==> src/inc/dsg_pkg.sv <==
package dsg_pkg;

    // system-control block placement and register offsets
    localparam logic [31:0] SYSCTL_BASE = 32'h400fe000;
    localparam int ADDR_W = 12;
    localparam logic [11:0] OFF_CAPABILITIES_1 = 12'h010;
    localparam logic [11:0] OFF_SOFTWARE_RESET_CTL_0 = 12'h040;
    localparam logic [11:0] OFF_RUN_CLOCK_CONFIG = 12'h060;
    localparam logic [11:0] OFF_RUN_CLOCK_GATE_2 = 12'h108;
    localparam logic [11:0] OFF_SLEEP_CLOCK_GATE_2 = 12'h118;
    localparam logic [11:0] OFF_DEEP_SLEEP_CLOCK_GATE_2 = 12'h128;
    localparam logic [11:0] OFF_IRQ_STATUS = 12'h150;
    localparam logic [11:0] OFF_IRQ_MASK = 12'h154;

    // field layout
    localparam int NUM_PORTS = 5;
    localparam int PORT_IDX_W = 3;
    localparam int WATCHDOG_RESET_BIT = 3;
    localparam int AUTO_GATING_SELECT_BIT = 27;
    localparam int NUM_EVENTS = 2;
    localparam int EVT_PORT_FAULT = 0;
    localparam int EVT_WATCHDOG_RESET = 1;

    // reset values
    localparam logic [4:0] GATE_RESET = 5'h00;
    localparam logic [31:0] SW_RESET_CTL_0_RESET = 32'h00000000;
    localparam logic [1:0] EVT_RESET = 2'h0;
    // capability word: arbitrary default, only the watchdog-present bit matters here
    localparam logic [31:0] CAPABILITIES_1_DEFAULT = 32'h00000008;
    localparam logic [31:0] SW_RESET_CTL_0_WRITABLE = 32'h00000008;

    // apb answer timing: one wait state in every access
    localparam int APB_WAIT_CYCLES = 1;

    typedef enum logic [1:0] {
        DSG_MODE_RUN,
        DSG_MODE_SLEEP,
        DSG_MODE_DEEP
    } dsg_mode_e;

endpackage

==> src/verilog/dsg_gate_sel.sv <==
`timescale 1ns/1ps
module dsg_gate_sel (
    // gating words
    input wire logic [4:0] run_gate,
    input wire logic [4:0] sleep_gate,
    input wire logic [4:0] deep_gate,
    // power state
    input wire dsg_pkg::dsg_mode_e mode,
    input wire logic auto_gating,
    // effective enables
    output logic [4:0] port_en
);

    genvar gi;
    generate
        for (gi = 0; gi < dsg_pkg::NUM_PORTS; gi = gi + 1) begin : g_port
            // low-power words only count when auto gating is selected
            always_comb begin
                if (auto_gating && mode == dsg_pkg::DSG_MODE_DEEP) begin
                    port_en[gi] = deep_gate[gi];
                end else if (auto_gating && mode == dsg_pkg::DSG_MODE_SLEEP) begin
                    port_en[gi] = sleep_gate[gi];
                end else begin
                    port_en[gi] = run_gate[gi];
                end
            end
        end
    endgenerate

endmodule

==> src/verilog/dsg_ctl.sv <==
`timescale 1ns/1ps
// What this block does
// - each gating bit enables one port clock
// - access to unclocked port gives bus fault
// - gating bits reset to zero
// - separate run, sleep, deep-sleep gating words
// - low-power words apply only with auto gating
// - bits 0..4 gate ports a..e
// - unused bits read as zero
// - reset word bit 3 resets watchdog
// - capability word masks reset-word writes
// - deep-sleep word decodes at offset 0x128
module dsg_ctl #(
    parameter logic [31:0] CAPABILITIES_1_VALUE = dsg_pkg::CAPABILITIES_1_DEFAULT
) (
    // clock and reset
    input wire logic pclk,
    input wire logic presetn,
    // apb slave
    input wire logic psel,
    input wire logic penable,
    input wire logic pwrite,
    input wire logic [11:0] paddr,
    input wire logic [31:0] pwdata,
    output logic [31:0] prdata,
    output logic pready,
    output logic pslverr,
    // power state requests from the core
    input wire logic sleep_req,
    input wire logic deep_sleep_req,
    // accesses aimed at the five ports
    input wire logic port_access_valid,
    input wire logic [2:0] port_access_idx,
    output logic port_fault,
    // port clock enables and watchdog reset
    output logic [4:0] port_clk_en,
    output logic watchdog_reset,
    // interrupt
    output logic irq
);

    ////////////////////////////////////////////////////////////////////////////////
    // declarations

    logic [4:0] run_gate_ff;
    logic [4:0] sleep_gate_ff;
    logic [4:0] deep_gate_ff;
    logic auto_gating_ff;
    logic watchdog_bit_ff;
    logic [1:0] evt_status_ff;
    logic [1:0] evt_mask_ff;
    logic [31:0] prdata_ff;
    logic pready_ff;
    logic pslverr_ff;
    logic port_fault_ff;
    logic [4:0] port_clk_en_ff;
    logic irq_ff;
    dsg_pkg::dsg_mode_e mode_ff;
    dsg_pkg::dsg_mode_e nxt_mode;
    logic [4:0] nxt_port_en;
    logic [31:0] nxt_rdata;
    logic nxt_hit;
    logic wr_commit;
    logic access_wait;
    logic fault_now;
    logic watchdog_set_evt;
    logic [1:0] evt_set;
    logic [1:0] nxt_status;

    // one-hot of a port index; indices above port e select nothing
    function automatic logic [4:0] port_onehot(input logic [2:0] idx);
        logic [4:0] oh;
        oh = 5'h00;
        if (idx < 3'(dsg_pkg::NUM_PORTS)) begin
            oh[idx] = 1'b1;
        end
        return oh;
    endfunction

    // true when the write lands on a given offset
    function automatic logic hit_off(input logic [11:0] addr, input logic [11:0] off);
        return addr == off;
    endfunction

    assign access_wait = psel && penable && !pready_ff;
    assign wr_commit = psel && penable && pready_ff && pwrite && !pslverr_ff;

    ////////////////////////////////////////////////////////////////////////////////
    // power mode tracking; deep sleep wins over sleep

    always_comb begin
        case (mode_ff)
            dsg_pkg::DSG_MODE_RUN, dsg_pkg::DSG_MODE_SLEEP, dsg_pkg::DSG_MODE_DEEP: begin
                if (deep_sleep_req) begin
                    nxt_mode = dsg_pkg::DSG_MODE_DEEP;
                end else if (sleep_req) begin
                    nxt_mode = dsg_pkg::DSG_MODE_SLEEP;
                end else begin
                    nxt_mode = dsg_pkg::DSG_MODE_RUN;
                end
            end
            default: begin
                nxt_mode = dsg_pkg::DSG_MODE_RUN;
            end
        endcase
    end

    always_ff @(posedge pclk or negedge presetn) begin
        if (!presetn) begin
            mode_ff <= dsg_pkg::DSG_MODE_RUN;
        end else begin
            mode_ff <= nxt_mode;
        end
    end

    ////////////////////////////////////////////////////////////////////////////////
    // gating words

    always_ff @(posedge pclk or negedge presetn) begin
        if (!presetn) begin
            run_gate_ff <= dsg_pkg::GATE_RESET;
            sleep_gate_ff <= dsg_pkg::GATE_RESET;
            deep_gate_ff <= dsg_pkg::GATE_RESET;
        end else if (wr_commit) begin
            if (hit_off(paddr, dsg_pkg::OFF_RUN_CLOCK_GATE_2)) begin
                run_gate_ff <= pwdata[4:0];
            end
            if (hit_off(paddr, dsg_pkg::OFF_SLEEP_CLOCK_GATE_2)) begin
                sleep_gate_ff <= pwdata[4:0];
            end
            if (hit_off(paddr, dsg_pkg::OFF_DEEP_SLEEP_CLOCK_GATE_2)) begin
                deep_gate_ff <= pwdata[4:0];
            end
        end
    end

    always_ff @(posedge pclk or negedge presetn) begin
        if (!presetn) begin
            auto_gating_ff <= 1'b0;
        end else if (wr_commit && hit_off(paddr, dsg_pkg::OFF_RUN_CLOCK_CONFIG)) begin
            auto_gating_ff <= pwdata[dsg_pkg::AUTO_GATING_SELECT_BIT];
        end
    end

    dsg_gate_sel u_gate_sel (
        .run_gate(run_gate_ff),
        .sleep_gate(sleep_gate_ff),
        .deep_gate(deep_gate_ff),
        .mode(mode_ff),
        .auto_gating(auto_gating_ff),
        .port_en(nxt_port_en)
    );

    // the enable feeds clock gaters outside; registering it keeps them glitch free
    always_ff @(posedge pclk or negedge presetn) begin
        if (!presetn) begin
            port_clk_en_ff <= dsg_pkg::GATE_RESET;
        end else begin
            port_clk_en_ff <= nxt_port_en;
        end
    end

    ////////////////////////////////////////////////////////////////////////////////
    // port access fault: judged against the enable the port really sees

    assign fault_now = port_access_valid && ((port_onehot(port_access_idx) & ~port_clk_en_ff) != 5'h00);

    always_ff @(posedge pclk or negedge presetn) begin
        if (!presetn) begin
            port_fault_ff <= 1'b0;
        end else begin
            port_fault_ff <= fault_now;
        end
    end

    ////////////////////////////////////////////////////////////////////////////////
    // software reset word, masked by capabilities

    always_ff @(posedge pclk or negedge presetn) begin
        if (!presetn) begin
            watchdog_bit_ff <= dsg_pkg::SW_RESET_CTL_0_RESET[dsg_pkg::WATCHDOG_RESET_BIT];
        end else if (wr_commit && hit_off(paddr, dsg_pkg::OFF_SOFTWARE_RESET_CTL_0)
                     && CAPABILITIES_1_VALUE[dsg_pkg::WATCHDOG_RESET_BIT]) begin
            watchdog_bit_ff <= pwdata[dsg_pkg::WATCHDOG_RESET_BIT];
        end
    end

    assign watchdog_set_evt = wr_commit && hit_off(paddr, dsg_pkg::OFF_SOFTWARE_RESET_CTL_0)
                              && CAPABILITIES_1_VALUE[dsg_pkg::WATCHDOG_RESET_BIT]
                              && pwdata[dsg_pkg::WATCHDOG_RESET_BIT] && !watchdog_bit_ff;

    ////////////////////////////////////////////////////////////////////////////////
    // interrupt status and mask; a new event beats a same-cycle clear

    assign evt_set = {watchdog_set_evt, fault_now};
    assign nxt_status = (wr_commit && hit_off(paddr, dsg_pkg::OFF_IRQ_STATUS))
                        ? ((evt_status_ff & ~pwdata[1:0]) | evt_set) : (evt_status_ff | evt_set);

    always_ff @(posedge pclk or negedge presetn) begin
        if (!presetn) begin
            evt_status_ff <= dsg_pkg::EVT_RESET;
        end else begin
            evt_status_ff <= nxt_status;
        end
    end

    always_ff @(posedge pclk or negedge presetn) begin
        if (!presetn) begin
            evt_mask_ff <= dsg_pkg::EVT_RESET;
        end else if (wr_commit && hit_off(paddr, dsg_pkg::OFF_IRQ_MASK)) begin
            evt_mask_ff <= pwdata[1:0];
        end
    end

    always_ff @(posedge pclk or negedge presetn) begin
        if (!presetn) begin
            irq_ff <= 1'b0;
        end else begin
            // follows the status as it will stand after this edge, so it changes on the same edge as the status flop
            irq_ff <= ((nxt_status & evt_mask_ff) != 2'h0);
        end
    end

    ////////////////////////////////////////////////////////////////////////////////
    // apb read decode; reserved bits fill with zero

    always_comb begin
        nxt_rdata = 32'h00000000;
        nxt_hit = 1'b1;
        case (paddr)
            dsg_pkg::OFF_RUN_CLOCK_GATE_2: begin
                nxt_rdata[4:0] = run_gate_ff;
            end
            dsg_pkg::OFF_SLEEP_CLOCK_GATE_2: begin
                nxt_rdata[4:0] = sleep_gate_ff;
            end
            dsg_pkg::OFF_DEEP_SLEEP_CLOCK_GATE_2: begin
                nxt_rdata[4:0] = deep_gate_ff;
            end
            dsg_pkg::OFF_SOFTWARE_RESET_CTL_0: begin
                nxt_rdata[dsg_pkg::WATCHDOG_RESET_BIT] = watchdog_bit_ff;
            end
            dsg_pkg::OFF_RUN_CLOCK_CONFIG: begin
                nxt_rdata[dsg_pkg::AUTO_GATING_SELECT_BIT] = auto_gating_ff;
            end
            dsg_pkg::OFF_CAPABILITIES_1: begin
                nxt_rdata = CAPABILITIES_1_VALUE;
            end
            dsg_pkg::OFF_IRQ_STATUS: begin
                nxt_rdata[1:0] = evt_status_ff;
            end
            dsg_pkg::OFF_IRQ_MASK: begin
                nxt_rdata[1:0] = evt_mask_ff;
            end
            default: begin
                nxt_hit = 1'b0;
            end
        endcase
        if (paddr[1:0] != 2'h0) begin
            nxt_hit = 1'b0;
        end
    end

    // one wait state: answer is built in the first access cycle and shown in the next
    always_ff @(posedge pclk or negedge presetn) begin
        if (!presetn) begin
            pready_ff <= 1'b0;
            pslverr_ff <= 1'b0;
            prdata_ff <= 32'h00000000;
        end else if (access_wait) begin
            pready_ff <= 1'b1;
            pslverr_ff <= !nxt_hit;
            prdata_ff <= (pwrite || !nxt_hit) ? 32'h00000000 : nxt_rdata;
        end else begin
            pready_ff <= 1'b0;
            pslverr_ff <= 1'b0;
        end
    end

    ////////////////////////////////////////////////////////////////////////////////
    // outputs

    assign prdata = prdata_ff;
    assign pready = pready_ff;
    assign pslverr = pslverr_ff;
    assign port_fault = port_fault_ff;
    assign port_clk_en = port_clk_en_ff;
    assign watchdog_reset = watchdog_bit_ff;
    assign irq = irq_ff;

    ////////////////////////////////////////////////////////////////////////////////
    // assertions

    logic first_cycle_ff;

    always_ff @(posedge pclk or negedge presetn) begin
        if (!presetn) begin
            first_cycle_ff <= 1'b1;
        end else begin
            first_cycle_ff <= 1'b0;
        end
    end
endmodule

==> config.mk <==
export PLATFORM = sky130hd
export DESIGN_NAME = dsg_ctl
export DESIGN_NICKNAME = d
export VERILOG_FILES = /design/src/inc/dsg_pkg.sv /design/src/verilog/dsg_gate_sel.sv /design/src/verilog/dsg_ctl.sv
export SDC_FILE = /design/constraint.sdc
export NUM_CORES = 1
export LEC_CHECK = 0
export ABC_CLOCK_PERIOD_IN_PS = 2700
export BUFFER_PORTS_ARGS = -buffer_cell sky130_fd_sc_hd__clkbuf_2
export CORE_UTILIZATION = 51
export DETAILED_ROUTE_END_ITERATION = 8
export PLACE_DENSITY = 0.85
export SETUP_SLACK_MARGIN = 0.02
export SLEW_MARGIN = 20
export SYNTH_ARGS = -nofsm -noshare
export SYNTH_HDL_FRONTEND = slang
export SYNTH_SLANG_ARGS = --single-unit
==> constraint.sdc <==
create_clock -name pclk -period 2.7 [get_ports pclk]
set_clock_uncertainty 0.2 [all_clocks]
set_input_delay 0.135 -clock pclk [delete_from_list [all_inputs] [get_ports pclk]]
set_output_delay 0.135 -clock pclk [all_outputs]
set_load 0.05 [all_outputs]
==> metrics.cfg, run 1 <==
[power]
seqPwrFrac_pct = 46.1
power_density_mw_per_mm2 = 485
intPower_mw = 0.914
p_clk_share_pct = 38.7
ir_worst_vdd_mv = 0.303
p_leak_nw = 1.27
power_frac_comb_pct = 15.2
switching_share_pct = 27.2
p_switching_mw = 0.342

[layout]
drive_gt1_share_pct = 30.2
filler_cell_count = 343
final_area_sq_mm = 0.00259
stdcell_count = 308
syn_to_final_growth_pct = 16.0
n_antenna_cell = 0
final_util_pct = 62.9
layout.nets = 313

[critical_path]
max_stage_delay_ps = 530
rr_worst_depth = 5
r2r-end = irq
cp_num_cells = 6
path_buf_inv = 2
path_max_fanout = 8
rr_startpoint = pready
crit_path_top_delay_cell = dlygate4sd3_1
rrSetupSlack_ps = 640
required_ps = 2680
endpoint = deep_gate_ff[4]
cp-end-kind = register
cp_cell_sequence = dlygate4sd3_1 > clkbuf_2 > nor4b_4 > and4_1 > and3_1 > mux2_4
crit_start = paddr[10]
worstSetupStartpointType = input port
cp_data_arrival_time_ps = 2380
crit_type = in -> reg
path_delay_family = simple AND/OR/NAND/NOR gates

[outcome]
outcome = complete, no violations

[drt]
drt-total-wl_mm = 4.73
avgRoutedWirePerCell_um = 15.4
dr.pass1.iters = 4
vias = 1721
route.detailed.drc = 0
vias_per_cell = 5.59
drt_iter0_drc = 94
ant_nets = 0

[sta]
slew_headroom_pct = 39.2
period_minus_slack_ps = 2400
worstMarginPinSlew_ps = 911
drv_slew = 0
hold_viol = 0
rsz0062_at_grt = no
post-route-period-util_pct = 89.0
worst_slack_ps = 297
setup_tns_ps = 0
fmax_mhz = 416
setup_viol = 0

[global_routing]
antenna_found_initial = 0
grt_max_degree = 39
overflow = 0
first_global_vias = 1528
track_usage_pct = 22.2
grt_pass1_wl_mm = 7.30

[clock_tree]
clkSlewWorstSetupHoldPaths_ps = 70
cts.sinks = 38
clock_path_buffers = 2
cts_max_level = 2
root_buffer = clkbuf_8
clkLatencyLatePin_ps = 290
cts_tree = yes
cts_inserted_buffers = 5

[synthesis]
synthTopCellsByCount = 38 x dfrtp_1, 27 x buf_4, 15 x mux2_4
synth_top_area_cell = dfrtp_1
avgSynthCellArea_sq_um = 10.9
synth_ff_type = dfrtp_1
yosys.cell_types.count = 45
synth-edff-count = 0
yosysTopAreaCellShare_pct = 42.6
syn-instance-count = 204
synth-seq-cells = 38
synthArstFlopShare_pct = 100
synthesis.area_sq_mm = 0.00223
seq_area_frac_synth_pct = 42.6
synth.most_common_cell = dfrtp_1
ys_warn_count = 0
synth_area_leaders = dfrtp_1 43%, mux2_4 10%, buf_4 9.1%, mux2i_1 3.1%, o22ai_1 2.8%

[floorplan]
dieArea_sq_mm = 0.00465
die_w_um = 68.2
ioPinCount = 97
chipHeight_um = 68.2
coreArea_sq_mm = 0.00412
rows = 23
initial_core_util_pct = 54.3

[placement]
dpl_cell_area_sq_mm = 0.00235
gp_congestion = 0.806
pre_cts_slack_ps = 516
dp_cells = 288
numPortBuffers = 44
hpwl_mm = 3.46

[hold_path]
min_path_type = in -> reg

[flow_run]
drv_cap = 0

## final cells by class
type / instances / area, sq um / share of cell area (%)
repair buffers: 58 / 358 / 13.8
well taps: 50 / 62.6 / 2.42
flip-flops and latches: 38 / 951 / 36.7
clock buffers: 6 / 82.6 / 3.19
multi-input cells: 149 / 1080 / 41.8
inverters: 6 / 22.5 / 0.870
clock inverters: 1 / 30.0 / 1.16
## cells by family (layout without fill, tap and decap cells)
kind of cell    after synthesis  after routing  synth area share, %
compound gates               41             41                 11.8
simple gates                 55             55                 16.1
mux                          27             27                 16.2
other cells                   1             26                0.168
buf+inv                      42             71                 13.1
flops                        38             38                 42.6
## per-stage QoR
step,hold slack (ps),power [mW]
floorplan,-361,0.743
global placement,91.4,0.762
detailed placement,104,0.765
CTS,48.2,1.26
global route,80.7,1.30
finish,51.9,1.26
## worst min path at each step
stage	from	end	slack (ps)	cells after the start
4_1_cts	paddr[2]	evt_status_ff[0]	50	3
6_report	paddr[9]	prdata[1]	50	4
3_5_place_dp	presetn	prdata[4]	100	1
5_1_grt	paddr[2]	evt_status_ff[0]	80	3
3_3_place_gp	presetn	prdata[0]	90	1
2_1_floorplan	presetn	auto_gating_ff	-360	0
## power by group through the flow
stage	Clock, mW	Combinational [mW]	Sequential, mW
CTS	0.491	0.190	0.579
finish	0.487	0.191	0.579
detailed placement	0	0.175	0.590
floorplan	0	0.146	0.597
global route	0.515	0.206	0.579
global placement	0	0.173	0.590
## state kept, by name, indices dropped and copies added (netlist names)
name,cells
sleep_gate_ff,5
watchdog_reset,1
evt_mask_ff,2
irq,1
run_gate_ff,5
auto_gating_ff,1
pslverr,1
pready,1
evt_status_ff,2
prdata,6
port_fault,1
port_clk_en,5
mode_ff,2
deep_gate_ff,5
## metal layers
| layer | global-route usage [%] | vias up | wire (um) |
|---|---|---|---|
| met5 | 0 | - | 0 |
| met1 | 25.6 | 846 | 1910 |
| met2 | 40.0 | 67 | 2490 |
| met3 | 5.17 | 11 | 246 |
| li1 | - | 797 | - |
| met4 | 7.55 | 0 | 78 |
## worst reg2reg max path, delay by kind of cell (launching register included)
family	cells	cell delay (ps)
AOI/OAI and AO/OA	3	820
DFF	1	360
and+or+nand+nor	2	580
## placed cells by master, fill, tap and decap left out, drive strengths merged, types with 8 or more instances in the layout
cell / count
nand2: 10
dlygate4sd3: 13
clkbuf: 50
nor2: 10
dfrtp: 38
o22ai: 10
mux2: 19
a21oi: 8
conb: 26
## what timing repair did
action	4_1_cts	5_1_grt
hold buffers	13	0
endpoints found under the hold margin	62	0
gates resized for setup	0	0
buffers inserted	0	0
Note: power is estimated with default switching activity, not from simulation.
==> run 2, diff against run 1 <==
- CORE_UTILIZATION: 51 -> 43
- PLACE_DENSITY: 0.85 -> 0.73
==> run 2 against run 1 <==
Against the previous run: die area grew 18%; via count fell by 3.8%; utilization decreased by 9.6 points; combinational power hardly changed; worst hold slack got worse by 45 ps; global-route usage is 4.6 points lower; critical path type is now reg -> reg; highest routed layer unchanged.
==> metrics.cfg, run 2 (same netlist as run 1, synthesis figures left out) <==
[outcome]
outcome = complete, no violations

[drt]
dr.pass1.iters = 5
route.detailed.drc = 0
drt-total-wl_mm = 4.63
vias_per_cell = 5.11
drt_iter0_drc = 106
vias = 1656
avgRoutedWirePerCell_um = 14.3
ant_nets = 0

[layout]
largest_reg_flops = 6
drive_gt1_share_pct = 30.7
syn_to_final_growth_pct = 15.9
layout.nets = 311
mostFrequentLayoutCells = 44 x clkbuf_2, 38 x dfrtp_1, 26 x conb_1
n_antenna_cell = 0
stdcell_count = 324
final_area_sq_mm = 0.00259
final_common_cell = clkbuf_2
filler_cell_count = 446
final_util_pct = 53.4

[power]
power_density_mw_per_mm2 = 477
seqPwrFrac_pct = 46.9
power_frac_comb_pct = 15.3
p_leak_nw = 1.26
ir_worst_vdd_mv = 0.289
p_clk_share_pct = 37.8
p_switching_mw = 0.345
intPower_mw = 0.889
switching_share_pct = 28.0
power_mw = 1.23

[global_routing]
overflow = 0
grt_pass1_wl_mm = 7.18
track_usage_pct = 17.6
grt_max_degree = 39
antenna_found_initial = 0
first_global_vias = 1534

[critical_path]
crit_path_top_delay_cell = dlygate4sd3_1
rrSetupSlack_ps = 680
rr_worst_depth = 3
cp_data_arrival_time_ps = 2040
crit_start = port_clk_en[3]
max_stage_delay_ps = 610
endpoint = port_fault
r2r-end = port_fault
cp_cell_sequence = mux4_2 > o21ai_0 > dlygate4sd3_1
cp-end-kind = register
required_ps = 2720
rr_startpoint = port_clk_en[3]
worstSetupStartpointType = register
crit_type = reg -> reg
path_max_fanout = 2

[clock_tree]
cts_inserted_buffers = 5
root_buffer = clkbuf_8
cts_resized = 0
clkSlewWorstSetupHoldPaths_ps = 70
clkLatencyLatePin_ps = 280
post-cts-setup-buffers = 0
cts_max_level = 2
cts.sinks = 38
clock_path_buffers = 2
cts_tree = yes

[hold_path]
min_path_type = in -> reg
whs_path_depth = 3

[sta]
fmax_mhz = 495
post-route-period-util_pct = 74.8
worstMarginPinSlew_ps = 922
whs_ps = 7.21
period_minus_slack_ps = 2020
worst_slack_ps = 681
hold_viol = 0
setup_viol = 0
setup_tns_ps = 0
drv_slew = 0
slew_headroom_pct = 38.5
rsz0062_at_grt = no

[placement]
dpl_cell_area_sq_mm = 0.00237
hpwl_mm = 3.39
gp_congestion = 0.836
numPortBuffers = 44
pre_cts_slack_ps = 521
dp_cells = 305

[floorplan]
dieArea_sq_mm = 0.00549
initial_core_util_pct = 46.1
coreArea_sq_mm = 0.00485
chipHeight_um = 74.1
rows = 25
die_w_um = 74.1
ioPinCount = 97

[flow_run]
drv_cap = 0

==> run 2: per-layer routing <==
| layer | vias to the layer above | global-route usage (%) | part of all wire [%] |
|---|---|---|---|
| li1 | 793 | - | - |
| met1 | 805 | 22.1 | 45 |
| met3 | 5 | 3.25 | 3.8 |
| met2 | 53 | 30.7 | 51 |
| met5 | - | 0 | 0 |
| met4 | 0 | 5.56 | 0.69 |
==> run 2: repair_timing <==
action	4_1_cts	5_1_grt
endpoints found under the hold margin	60	0
hold buffers	11	0
setup endpoints to repair	0	0
==> run 2: power by group through the flow <==
stage / sequential [mW] / clock [mW] / combinational [mW]
floorplan: 0.597 / 0 / 0.146
global placement: 0.590 / 0 / 0.174
detailed placement: 0.590 / 0 / 0.176
CTS: 0.579 / 0.472 / 0.188
global route: 0.579 / 0.493 / 0.203
finish: 0.579 / 0.466 / 0.189
==> run 2: layout make-up <==
type	instances	area, sq um	area share, %
Multi-Input combinational cell	149	1080	41.9
Tap cell	67	83.8	3.24
Sequential cell	38	951	36.8
Clock inverter	3	40.0	1.55
Inverter	6	22.5	0.870
Clock buffer	5	68.8	2.66
Timing Repair Buffer	56	338	13.1
==> run 2: worst min path at each step <==
stage | startpoint | end | slack [ps]
after global placement | presetn | irq | 100
final | paddr[9] | pslverr | 7
after floorplan | presetn | auto_gating_ff | -360
after global routing | paddr[10] | pslverr | 50
after CTS | paddr[9] | pslverr | 10
after detailed placement | presetn | irq | 110
==> run 2: worst max-delay path: cells and delay by family (launching register included) <==
kind	cells	cell delay (ps)
buffers and inverters	1	610
AOI/OAI and AO/OA	1	320
DFF	1	380
muxes	1	450
